**src/design/eom_defs.vh**
```
`ifndef EOM_DEFS_VH
`define EOM_DEFS_VH
// What this block does
// - override active on closure if normally open, on opening if closed
// - control mode 4, 8 or 13 enables override from digital input 2
// - control mode 0 takes override from user source selection
// - while active, suppress thermal, external, signal, phase, comms, overload
// - while active, voltage, current, output faults trip, auto reset, restart
// - override speed zero keeps normal source; run and reference needed
// - nonzero override speed runs fixed speed, ignores all but torque off and restart trips
// - while active the drive keeps running until physically unable

// ----------------------------------------------------------------
// register offsets
// ----------------------------------------------------------------
`define EOM_ADDR_CTRL    4'h0
`define EOM_ADDR_SPEED   4'h1
`define EOM_ADDR_STATUS  4'h2
`define EOM_ADDR_IRQ     4'h3
`define EOM_ADDR_MASK    4'h4
`define EOM_ADDR_TRIPS   4'h5

// ----------------------------------------------------------------
// control fields
// ----------------------------------------------------------------
`define EOM_CTRL_MODE_LSB   0
`define EOM_CTRL_POL_BIT    5
`define EOM_CTRL_SRC_LSB    8
`define EOM_CTRL_RESET      16'h0000
`define EOM_MODE_USER       5'h00
`define EOM_MODE_A          5'h04
`define EOM_MODE_B          5'h08
`define EOM_MODE_C          5'h0D

// ----------------------------------------------------------------
// trip vector layout
// ----------------------------------------------------------------
`define EOM_NTRIP           14
`define EOM_SUPPRESS_MASK   14'h01FF
`define EOM_RESTART_MASK    14'h3E00

// ----------------------------------------------------------------
// timing
// ----------------------------------------------------------------
`define EOM_CLK_MHZ         25
`define EOM_RESTART_US      100
`define EOM_RESTART_CYC     (`EOM_RESTART_US * `EOM_CLK_MHZ)
`endif

```
**src/design/eom_top.v**
```verilog
`include "eom_defs.vh"
module eom_top (
   input  wire        CLK,
   input  wire        RST,
   input  wire [3:0]  ADDR,
   input  wire [15:0] WDATA,
   input  wire        WR,
   input  wire        RD,
   output reg  [15:0] RDATA,
   input  wire [7:0]  DIN,
   input  wire [13:0] TRIPS_IN,
   input  wire        RUN_CMD,
   input  wire        REF_VALID,
   input  wire [15:0] REF_SPEED,
   input  wire        SAFE_TORQUE_OFF_N,
   output reg         OVERRIDE_ACTIVE,
   output reg         RUN_OUT,
   output reg  [15:0] SPEED_OUT,
   output reg         TRIP_OUT,
   output reg  [13:0] TRIPS_OUT,
   output reg         IRQ
);
   // ----------------------------------------------------------------
   // registers
   // ----------------------------------------------------------------
   reg  [15:0] ctrl_r;
   reg  [15:0] override_speed_setpoint_r;
   reg  [2:0]  irq_stat_r;
   reg  [2:0]  irq_mask_r;
   reg         act_d_r;
   wire        enabled;
   wire        act;
   wire        tripped;
   wire        restart;
   wire [13:0] eff;

   eom_src_sel u_sel (
      .mode     (ctrl_r[4:0]),
      .src_sel  (ctrl_r[10:8]),
      .din      (DIN),
      .polarity (ctrl_r[`EOM_CTRL_POL_BIT]),
      .enabled  (enabled),
      .active   (act)
   );

   // suppressed trips vanish while active; restored when inactive
   assign eff = act ? (TRIPS_IN & ~`EOM_SUPPRESS_MASK) : TRIPS_IN;

   eom_restart u_rst (
      .clk       (CLK),
      .rst       (RST),
      .fault     (act & |(TRIPS_IN & `EOM_RESTART_MASK)),
      .tripped_r (tripped),
      .restart_r (restart)
   );

   // ----------------------------------------------------------------
   // bus, status and interrupts
   // ----------------------------------------------------------------
   wire [2:0] ev = {restart, ~act & act_d_r, act & ~act_d_r};

   always @(posedge CLK or posedge RST) begin
      if (RST) begin
         ctrl_r                    <= `EOM_CTRL_RESET;
         override_speed_setpoint_r <= 16'h0000;
         irq_stat_r                <= 3'h0;
         irq_mask_r                <= 3'h0;
         act_d_r                   <= 1'b0;
         RDATA                     <= 16'h0000;
         IRQ                       <= 1'b0;
      end else begin
         act_d_r <= act;
         if (WR && ADDR == `EOM_ADDR_CTRL)
            ctrl_r <= WDATA;
         if (WR && ADDR == `EOM_ADDR_SPEED)
            override_speed_setpoint_r <= WDATA;
         if (WR && ADDR == `EOM_ADDR_MASK)
            irq_mask_r <= WDATA[2:0];
         // set wins over write-one-to-clear
         if (WR && ADDR == `EOM_ADDR_IRQ)
            irq_stat_r <= (irq_stat_r & ~WDATA[2:0]) | ev;
         else
            irq_stat_r <= irq_stat_r | ev;
         IRQ <= |(irq_stat_r & irq_mask_r);
         RDATA <= 16'h0000;
         if (RD) begin
            case (ADDR)
               `EOM_ADDR_CTRL:   RDATA <= ctrl_r;
               `EOM_ADDR_SPEED:  RDATA <= override_speed_setpoint_r;
               `EOM_ADDR_STATUS: RDATA <= {13'h0000, tripped, act, enabled};
               `EOM_ADDR_IRQ:    RDATA <= {13'h0000, irq_stat_r};
               `EOM_ADDR_MASK:   RDATA <= {13'h0000, irq_mask_r};
               `EOM_ADDR_TRIPS:  RDATA <= {2'h0, eff};
               default:          RDATA <= 16'h0000;
            endcase
         end
      end
   end

   // ----------------------------------------------------------------
   // command path
   // ----------------------------------------------------------------
   always @(posedge CLK or posedge RST) begin
      if (RST) begin
         OVERRIDE_ACTIVE <= 1'b0;
         RUN_OUT         <= 1'b0;
         SPEED_OUT       <= 16'h0000;
         TRIP_OUT        <= 1'b0;
         TRIPS_OUT       <= 14'h0000;
      end else begin
         OVERRIDE_ACTIVE <= act;
         TRIPS_OUT       <= eff;
         // restart faults stay latched-off only while the drive recovers
         TRIP_OUT <= act ? tripped : |eff;
         if (!SAFE_TORQUE_OFF_N) begin
            RUN_OUT   <= 1'b0;
            SPEED_OUT <= 16'h0000;
         end else if (act && override_speed_setpoint_r != 16'h0000) begin
            RUN_OUT   <= ~tripped;
            SPEED_OUT <= override_speed_setpoint_r;
         end else if (act) begin
            RUN_OUT   <= RUN_CMD & REF_VALID & ~tripped;
            SPEED_OUT <= REF_SPEED;
         end else begin
            RUN_OUT   <= RUN_CMD & REF_VALID & ~|eff;
            SPEED_OUT <= REF_SPEED;
         end
      end
   end
endmodule

```
**src/design/eom_src_sel.v**
```verilog
`include "eom_defs.vh"
module eom_src_sel (
   input  wire [4:0] mode,
   input  wire [2:0] src_sel,
   input  wire [7:0] din,
   input  wire       polarity,
   output reg        enabled,
   output reg        active
);
   reg lvl;
   always @* begin
      enabled = 1'b0;
      lvl     = 1'b0;
      if (mode == `EOM_MODE_A || mode == `EOM_MODE_B ||
          mode == `EOM_MODE_C) begin
         enabled = 1'b1;
         lvl     = din[1];
      end else if (mode == `EOM_MODE_USER) begin
         enabled = 1'b1;
         lvl     = din[src_sel];
      end
      // polarity 0: closure activates; 1: opening activates
      active = enabled & (polarity ? ~lvl : lvl);
   end
endmodule

```
**src/design/eom_restart.v**
```verilog
`include "eom_defs.vh"
module eom_restart (
   input  wire clk,
   input  wire rst,
   input  wire fault,
   output reg  tripped_r,
   output reg  restart_r
);
   reg [15:0] cnt_r;
   // hold off until the fault clears, then count a settle time
   always @(posedge clk or posedge rst) begin
      if (rst) begin
         tripped_r <= 1'b0;
         restart_r <= 1'b0;
         cnt_r     <= 16'h0000;
      end else begin
         restart_r <= 1'b0;
         if (fault) begin
            tripped_r <= 1'b1;
            cnt_r     <= 16'h0000;
         end else if (tripped_r) begin
            if (cnt_r == `EOM_RESTART_CYC - 1) begin
               tripped_r <= 1'b0;
               restart_r <= 1'b1;
            end else begin
               cnt_r <= cnt_r + 16'h0001;
            end
         end
      end
   end
endmodule

```
**config.mk**
```make
export PLATFORM = sky130hd
export DESIGN_NAME = eom_top
export DESIGN_NICKNAME = d
export VERILOG_FILES = /design/src/design/eom_top.v /design/src/design/eom_src_sel.v /design/src/design/eom_restart.v
export VERILOG_INCLUDE_DIRS = /design/src /design/src/design
export SDC_FILE = /design/constraint.sdc
export NUM_CORES = 1
export LEC_CHECK = 0
export BUFFER_PORTS_ARGS = -buffer_cell sky130_fd_sc_hd__buf_2
export CAP_MARGIN = 20
export CELL_PAD_IN_SITES_DETAIL_PLACEMENT = 0
export CELL_PAD_IN_SITES_GLOBAL_PLACEMENT = 2
export CORE_MARGIN = 2
export CORE_UTILIZATION = 37
export DETAILED_ROUTE_END_ITERATION = 10
export PLACE_DENSITY = 0.82
export SKIP_LAST_GASP = 1
export SYNTH_ARGS = -nofsm -noshare
export SYNTH_HDL_FRONTEND = slang
export SYNTH_SLANG_ARGS = --single-unit
```
**constraint.sdc**
```tcl
create_clock -name CLK -period 6.1 [get_ports CLK]
set_clock_uncertainty 0.2 [all_clocks]
set_input_delay 0.915 -clock CLK [delete_from_list [all_inputs] [get_ports CLK]]
set_output_delay 0.915 -clock CLK [all_outputs]
set_load 0.005 [all_outputs]
```
# ---- Word-level counts from Yosys, hierarchy flattened
# Index checks and enable logic that the tools add are counted.
dict set report word_totals {
  reg_bits 106
  inputBits 65
  output_inout_bits 50
  wordCells 84
}
dict set report classes {
  addsub 1
  order_cmp 1
  n_eq_ne 10
  muxes 26
  bitwise_logic 16
  n_reduce_logical 16
}
# cell count
set ops {}
lappend ops {{16-bit two-way mux} 6}
lappend ops {{16-bit case mux with 6 select lines} 1}
lappend ops {{16-bit by 1-bit adder with 16-bit output (second input constant)} 1}
lappend ops {{16-bit by 12-bit equality test with 1-bit output (second input constant)} 1}
lappend ops {{1-bit two-way mux} 16}
lappend ops {{16-bit nonzero test} 1}
lappend ops {{14-bit OR reduction} 1}
lappend ops {{5-bit by 4-bit equality test with 1-bit output (second input constant)} 2}
lappend ops {{9-bit two-way mux} 1}
lappend ops {{4-bit by 2-bit equality test with 1-bit output (second input constant)} 2}
lappend ops {{4-bit by 3-bit equality test with 1-bit output (second input constant)} 2}
lappend ops {{1-bit AND} 7}
lappend ops {{3-bit AND} 2}
lappend ops {{3-bit bitwise OR} 2}
lappend ops {{5-bit by 3-bit equality test with 1-bit output (second input constant)} 1}
lappend ops {{1-bit logical AND} 5}
lappend ops {{5-bit zero test} 1}
lappend ops {{5-bit OR reduction} 1}
lappend ops {{4-bit by 1-bit equality test with 1-bit output (second input constant)} 1}
lappend ops {{4-bit zero test} 1}
lappend ops {{3-bit by 4-bit < comparator with 1-bit output (second input constant)} 1}
lappend ops {{1-bit NOT} 4}
lappend ops {{1-bit binary-select mux with 3-bit select} 1}
lappend ops {{3-bit two-way mux} 1}
lappend ops {{other kinds (7)} 8}

# ---- Depth between registers and ports, before layout
# Gate-level depths: netlist of run 1.
dict set report logic_depth {
  word_depth 14
  mapped_depth 8
  depth_no_buf 7
}

# ---- Cells and area by module
# A second synthesis of run 1 with hierarchy kept.
dict set report unflattened {
  hier_cells 389
  hier_area_um2 4660.7
}
# module n_inst cells_per_inst area_per_inst_um2 seq_area_each_um2
set by_module_without_submodules {}
lappend by_module_without_submodules {eom_top 1 279 3553.4 2202.1}
lappend by_module_without_submodules {eom_restart 1 93 944.7 450.4}
lappend by_module_without_submodules {eom_src_sel 1 17 162.7 0.0}

# ---- Least setup slack after synthesis of run 1
# No wires, ideal clock.
dict set report synth_path {
  path_type {input to register}
  startpoint {input port DIN[3]}
  endpoint {register SPEED_OUT[10]}
  setup_time_ps 79
  t_arrival_ps 2599
  t_required_ps 5821
  path_slack_ps 3222
  path_stages 7
  path_buffers 1
  cell_sequence {mux4_1 > mux2i_1 > o41ai_2 > xnor2_2 > nor3_4 > buf_8 > mux2i_1}
}
dict set report synth_between {
  elab_chain_cells 10
}
# element line
set synth_rtl {}
lappend synth_rtl {{start, declared} eom_top.v:10} ;# input wire [7:0] DIN,
lappend synth_rtl {{1-bit binary-select mux with 3-bit select (*)} eom_src_sel.v:20} ;# lvl = din[src_sel];
lappend synth_rtl {{1-bit two-way mux (not written as such) (*)} eom_src_sel.v:20}
lappend synth_rtl {{1-bit two-way mux (*)} eom_src_sel.v:18} ;# end else if (mode == `EOM_MODE_USER) begin
lappend synth_rtl {{1-bit two-way mux (*)} eom_src_sel.v:14} ;# if (mode == `EOM_MODE_A || mode == `EOM_MODE_B ||
lappend synth_rtl {{1-bit NOT} eom_src_sel.v:23} ;# active = enabled & (polarity ? ~lvl : lvl);
lappend synth_rtl {{1-bit two-way mux (*)} eom_src_sel.v:23}
lappend synth_rtl {{1-bit AND (*)} eom_src_sel.v:23}
lappend synth_rtl {{1-bit logical AND (*)} eom_top.v:118} ;# end else if (act && override_speed_setpoint_r != 16'h0000) begin
lappend synth_rtl {{16-bit two-way mux (*)} eom_top.v:118}
lappend synth_rtl {{16-bit two-way mux (*)} eom_top.v:115} ;# if (!SAFE_TORQUE_OFF_N) begin
lappend synth_rtl {{end signal, assigned} eom_top.v:120} ;# SPEED_OUT <= override_speed_setpoint_r;
lappend synth_rtl {{end, declared} eom_top.v:18} ;# output reg [15:0] SPEED_OUT,
# Mark *: on every way between the ends. The rest lies on a longest branch, timed or not. The select of a mux whose other input is x is not followed.
# A chain may end at the register's enable or synchronous reset.

# ---- Worst setup path in the final report of run 1
dict set report layout_path {
  startpoint {input port DIN[3]}
  endpoint {register TRIP_OUT}
}
dict set report layout_between {
  elab_chain_cells 10
}
# element line
set layout_rtl {}
lappend layout_rtl {{1-bit binary-select mux with 3-bit select (*)} eom_src_sel.v:20}
lappend layout_rtl {{1-bit two-way mux (not written as such) (*)} eom_src_sel.v:20}
lappend layout_rtl {{1-bit two-way mux (*)} eom_src_sel.v:18}
lappend layout_rtl {{1-bit two-way mux (*)} eom_src_sel.v:14}
lappend layout_rtl {{1-bit NOT} eom_src_sel.v:23}
lappend layout_rtl {{1-bit two-way mux (*)} eom_src_sel.v:23}
lappend layout_rtl {{1-bit AND (*)} eom_src_sel.v:23}
lappend layout_rtl {{9-bit two-way mux} eom_top.v:47} ;# assign eff = act ? (TRIPS_IN & ~`EOM_SUPPRESS_MASK) : TRIPS_IN;
lappend layout_rtl {{14-bit OR reduction} eom_top.v:114} ;# TRIP_OUT <= act ? tripped : |eff;
lappend layout_rtl {{1-bit two-way mux (*)} eom_top.v:114}
lappend layout_rtl {{end signal, assigned} eom_top.v:114}
lappend layout_rtl {{end, declared} eom_top.v:19} ;# output reg TRIP_OUT,
# Marks and branches as above.

==> metrics.txt, run 1 <==
measured slew at the worst slew-check pin 1.08 ns; syn avg cell area around 12 µm²; wire length on met2 5290 µm; WL/cell 17.2 µm; vias in the first global route between 3,000 and 4,000; root buf cell clkbuf_16; Synth cell types 49; Worst slew margin 27.9%; Post-synth EDFFs 0; critical path peak fanout 16; DP HPWL roughly 8500 µm; final WL 11,700 µm; WP buf/inv 1; status finished, final reports clean; via count around 3,400; DRC Markers 0; Final Hold Viols 0; worst vdd ir ~0.13 mV; Placed Area between 5000 and 6000 µm²; vias per cell roughly 5.0; Syn Nets between 400 and 500; Async SR Flop Fraction 100%; antenna viol nets, final 0; initial antenna violation count 1; number of port buffers about 110; met1 WL 5510 µm; All-Layer GR Usage between 15 and 20%; Fmax achieved 290 MHz; final worst-path cycle share 56.6%; share of cells above drive strength 1 a little over a third; sequential share of the synthesized area between 50 and 60%; Clock Pin Slew Worst Setup and Hold Paths roughly 0.070 ns; Gates resized, CTS repair 0; starting density of the core around two fifths; hold_buf cts 0; Worst Path Arrival 3.49 ns; height of the die about 120 µm; synth top area cells dfrtp_1, mux2_2, nand2_1, mux2i_1, nor2_1; Worst Hold Class flip-flop to flip-flop; Slowest-stage cell, CP or2_0; 1st-pass router iterations 4; row cnt 40; min Tclk post-route roughly 3.5 ns; routed wl met3 just under 700 µm; Fin Setup TNS 0 ns; most common cell after layout, fill and taps aside buf_2; Setup CP Type input port to flip-flop; final instance area ~5700 µm²; clk buf depth 2; Req. time, crit path approximately 6 ns; Mapped Cells ~400; number of buffers created by CTS 9; Max Cap Violations 0; global route overflow 0; I/O Pins between 100 and 150; CTS H-tree depth 3; core box area 12,100 µm²; Clock Sink Count roughly 110; die footprint ~13,000 µm²; Clk Latency, worst-skew pair around 0.35 ns; CP Cell Sequence buf_2 > mux4_1 > mux2i_1 > o41ai_2 > xnor2_2 > or2_0 > mux2_2; Leak around 2.7 nW; Placer Congestion roughly 0.81; Max Used Layer met4; setup violators final 0; crit-path leading delay family multiplexers; share of the synthesized area in the top cell type a little under three fifths; largest net degree at the start of global routing 61; startpoint types input port; Setup Buffers After CTS 0; FILL cells approximately 1,200; RSZ-0062 raised after global routing no; Power Density ~320 nW/µm²; Slew Viols, Final 0; Layout Nets 570; Sequential Area approximately 2700 µm²; cell taking the most area after synthesis dfrtp_1; global-route wire length before repair between 15,000 and 20,000 µm; critical path capture point type flip-flop; CP max stage delay between 0.7 and 0.8 ns; P&R area growth vs syn 21.8%; Yosys reg bits between 100 and 150; most frequent cells in the layout buf_2, dfrtp_1, nand2_1; CTS tree yes; Multi-input gate area 1890 µm²; Post-Syn Area roughly 4600 µm²; ys flop type dfrtp_1; DRT iter0 DRCs 169; Yosys warning count 0; die width 116 µm
[worst register-to-register path, cell delays in order (launching register included)]
cell and delay (ns):
dfrtp_1 0.45, mux4_1 0.57, mux2i_1 0.22, o41ai_2 0.11, xnor2_2 0.56, or2_0 0.71, mux2_2 0.41
[state kept, by name (all words and copies together) (netlist names)]
signal,flops
IRQ,1
OVERRIDE_ACTIVE,1
RDATA,16
RUN_OUT,1
SPEED_OUT,16
TRIPS_OUT,14
TRIP_OUT,1
ctrl_r,16
irq_mask_r,3
irq_stat_r,3
override_speed_setpoint_r,16
u_rst.cnt_r,16
u_rst.restart_r,1
u_rst.tripped_r,1
[area by class of cell]
| type | count | area share [%] |
|---|---|---|
| clock inverter | 5 | 0.663 |
| antenna | 1 | 0.0442 |
| sequential | 106 | 46.9 |
| inverter | 3 | 0.243 |
| tap | 168 | 3.71 |
| clock buffer | 11 | 4.47 |
| multi-input combinational | 267 | 33.5 |
| timing repair buffer | 117 | 10.5 |
[per-layer routing]
metal	up-vias	GRT usage [%]
li1	1625	-
met4	0	6.51
met2	100	28.6
met3	15	4.50
met1	1664	25.3
met5	-	0
[cells in the mapped netlist (2+ instances only)]
| master | n |
|---|---|
| nor3b_1 | 2 |
| nand2_1 | 50 |
| dfrtp_1 | 106 |
| buf_2 | 3 |
| nor4_1 | 6 |
| mux2_2 | 37 |
| o211ai_1 | 8 |
| nand4_1 | 6 |
| nand3b_1 | 3 |
| a222oi_1 | 6 |
| nor3_1 | 3 |
| inv_1 | 3 |
| nand3_1 | 7 |
| and2_1 | 9 |
| and4_1 | 3 |
| clkbuf_1 | 14 |
| a22oi_1 | 9 |
| xnor2_1 | 5 |
| xor2_1 | 11 |
| mux2i_1 | 18 |
| nor2_1 | 38 |
| or2_2 | 2 |
| a22o_1 | 4 |
| a21oi_1 | 10 |
| nor4bb_1 | 2 |
| mux4_1 | 2 |
| nor2b_1 | 4 |
| and3_1 | 3 |
[power by group]
| group | switching, mW | internal, mW |
|---|---|---|
| clock | 0.261 | 0.301 |
| sequential | 0.0988 | 0.811 |
| combinational | 0.185 | 0.171 |
| total | 0.544 | 1.28 |
[cell families after synthesis]
kind of cell | after synthesis | share of synthesized area, %
AO/OA/AOI/OAI | 48 | 7.95
XOR/XNOR | 17 | 3.37
adder cells (fa/ha/maj) | 1 | 0.269
buffers and inverters | 22 | 2.13
flip-flops | 106 | 57.1
multiplexers | 57 | 14.0
AND/OR/NAND/NOR | 144 | 15.2
[path summary, 6_finish.rpt]
| path | end | depth (start not counted) | slack, ns | from |
|---|---|---|---|---|
| min in group asynchronous | SPEED_OUT[9] | 2 | 0.49 | RST |
| max | TRIP_OUT | 7 | 2.65 | DIN[3] |
| min | irq_stat_r[2] | 1 | 0.23 | u_rst.restart_r |
| max reg2reg | TRIP_OUT | 6 | 2.77 | ctrl_r[9] |
| min reg2reg | irq_stat_r[2] | 1 | 0.23 | u_rst.restart_r |
| max in group asynchronous | irq_mask_r[1] | 3 | 4.13 | RST |
[metrics by stage]
stage / std cells / setup slack [ns] / hold slack (ns) / total power [mW] / utilization [%]
6_report: 678 / 2.65 / 0.228 / 1.83 / 46.7
5_1_grt: 678 / 2.42 / 0.252 / 1.93 / 46.7
4_1_cts: 676 / 2.66 / 0.231 / 1.84 / 46.6
3_5_place_dp: 660 / 2.28 / 0.216 / 1.28 / 44.2
3_3_place_gp: 660 / 2.33 / 0.211 / 1.27 / 44.2
2_1_floorplan: 395 / 2.20 / 0.204 / 1.14 / -
(Power assumes the default switching activity.)
==> run 2, diff against run 1 <==
- CORE_UTILIZATION: 37 -> 34
- PLACE_DENSITY: 0.82 -> 0.76
- clock period: 6.1 -> 3.2 ns (I/O delays scaled with it)
==> run 2 against run 1 <==
Via count increased by 0.29%; clock power increased by 100%; final area increased by 1.4%; sequential power increased by 90%; die area increased by 8.5%; final cell count increased by 1.8%; worst hold slack got worse by 0.16 ns; setup slack got worse by 2.2 ns; sequential share of layout area decreased by 0.64 points; count of clock-buffer cells in the layout decreased by 2.
==> metrics.txt, run 2 (synthesized netlist as in run 1, its figures left out) <==
setup violators final 0 (unchanged); Worst slew margin 49.0% (+21 points); clk buf depth 2 (unchanged); Tot Pwr 3.57 mW (+95%); measured slew at the worst slew-check pin 0.763 ns (-0.316 ns); global-route wire length before repair 19,300 µm (+3.4%); Clock Pin Slew Worst Setup and Hold Paths 0.07 ns (about the same); startpoint types flip-flop; via count 3,414 (+0.29%); ANT cells 0 (-1); core box area 13,300 µm² (+9.8%); starting density of the core 34.9% (-3.4 points); Worst Hold Class input port to flip-flop; Most common cell on crit path mux2i_1; height of the die 121 µm (+4.2%); I/O Pins 115 (unchanged); Req. time, crit path 3.28 ns (-2.86 ns); largest net degree at the start of global routing 107 (+75%); most frequent cells in the layout buf_2, dfrtp_1, nand2_1; Leak 2.70 nW (+0.95%); Gates resized, CTS repair 0 (unchanged); final worst-path cycle share a little under nine tenths; hold slack 0.0631 ns (-0.165 ns); CP max stage delay 0.57 ns (-0.14 ns); WL/cell 17.1 µm (-0.69%); Slowest-stage cell, CP mux4_1; Max Cap Violations 0 (unchanged); critical path capture point type flip-flop; row cnt 42 (+5.0%); Layout Nets 575 (+0.88%); P&R area growth vs syn 23.5%; hold_buf cts 0 (unchanged); Fin Setup TNS 0 ns (unchanged); CP Cell Sequence mux4_1 > mux2i_1 > o41ai_2 > xnor2_2 > buf_4 > nor3_4 > buf_12 > mux2i_1; CTS H-tree depth 3 (unchanged); Fmax achieved approximately 360 MHz; Power Density 622 nW/µm² (+93%); die width 121 µm (+4.2%); Multi-input gate area 1890 µm² (unchanged); Setup Buffers After CTS 0 (unchanged); Worst Path Arrival 2.84 ns (-0.65 ns); Sequential Area 2650 µm² (unchanged); vias per cell 4.95 (-1.5%); most common cell after layout, fill and taps aside buf_2; number of port buffers 114 (unchanged); worst vdd ir 0.248 mV (+95%); final WL 11,800 µm (+1.1%); CTS tree yes; global route overflow 0 (unchanged); DRT iter0 DRCs 217 (+28%); Placer Congestion 0.812 (+0.41%); DRC Markers 0 (unchanged); worst slack, placed 0.379 ns (-1.90 ns); Clk Latency, worst-skew pair 0.36 ns (about the same); root buf cell clkbuf_16; final setup margin 0.435 ns (-2.21 ns); share of cells above drive strength 1 35.6% (+0.63 points); FILL cells 1,283 (+8.3%); RSZ-0062 raised after global routing no; All-Layer GR Usage 17.3% (-1.1 points); Final Hold Viols 0 (unchanged); Clock Sink Count 106 (unchanged); Slew Viols, Final 0 (unchanged); DP HPWL 8660 µm (+1.6%); antenna viol nets, final 0 (unchanged); die footprint 14,600 µm² (+8.5%); Setup CP Type flip-flop to flip-flop; critical path peak fanout 16 (unchanged); vias in the first global route 3,516 (+0.17%); status finished, final reports clean; number of buffers created by CTS 9 (unchanged); min Tclk post-route between 2 and 3 ns; 1st-pass router iterations 5 (+1); initial antenna violation count 0 (-1)
## run 2: changes by cell type in the layout (fill, tap and decap cells not counted), moves of 2 or more
cell / previous run / this run
inv_6: 0 / 2
buf_12: 0 / 2
buf_4: 2 / 6
clkinvlp_4: 1 / 3
clkbuf_8: 2 / 0
## run 2: path summary, 6_finish.rpt
| check | from | endpoint | slack [ns] | depth (start not counted) |
|---|---|---|---|---|
| min in group asynchronous | RST | SPEED_OUT[13] | 0.07 | 3 |
| setup reg to reg | ctrl_r[9] | SPEED_OUT[3] | 0.44 | 8 |
| max in group asynchronous | RST | OVERRIDE_ACTIVE | 2.32 | 3 |
| hold / removal | TRIPS_IN[11] | TRIPS_OUT[11] | 0.06 | 1 |
| setup / recovery | ctrl_r[9] | SPEED_OUT[3] | 0.44 | 8 |
| hold reg to reg | u_rst.restart_r | irq_stat_r[2] | 0.24 | 1 |
## run 2: report_power, final
group          switching (mW)  leakage (nW)  internal [mW]
Sequential              0.185          1.35           1.55
Clock                   0.518         0.142          0.612
Combinational           0.359          1.21          0.352
## run 2: metal layers
layer	GRT usage (%)	up-vias	share of wire (%)
li1	-	1632	-
met1	25.2	1651	49
met2	24.8	114	44
met3	3.43	17	5.5
met4	7.63	0	2.2
met5	0	-	0
## run 2: cell type report
cell class,count,share of cell area (%)
Clock buffer,9,3.92
Sequential cell,106,46.2
Tap cell,176,3.84
Timing Repair Buffer,122,11.4
Multi-Input combinational cell,267,33.0
Inverter,3,0.262
Clock inverter,7,1.33
## run 2: through the flow
stage | area [µm²] | cells | util [%]
2_1_floorplan | 4650 | 395 | -
3_3_place_gp | 5440 | 674 | 40.9
3_5_place_dp | 5440 | 674 | 40.9
4_1_cts | 5740 | 690 | 43.2
5_1_grt | 5740 | 690 | 43.2
6_report | 5740 | 690 | 43.2
## run 2: critical path, delay by kind of cell (launching register included)
| kind | cells | cell delay [ns] |
|---|---|---|
| buffers and inverters | 2 | 0.42 |
| muxes | 3 | 1.01 |
| DFF | 1 | 0.45 |
| AOI/OAI and AO/OA | 1 | 0.11 |
| and+or+nand+nor | 1 | 0.26 |
| xor gates and xnor gates | 1 | 0.22 |
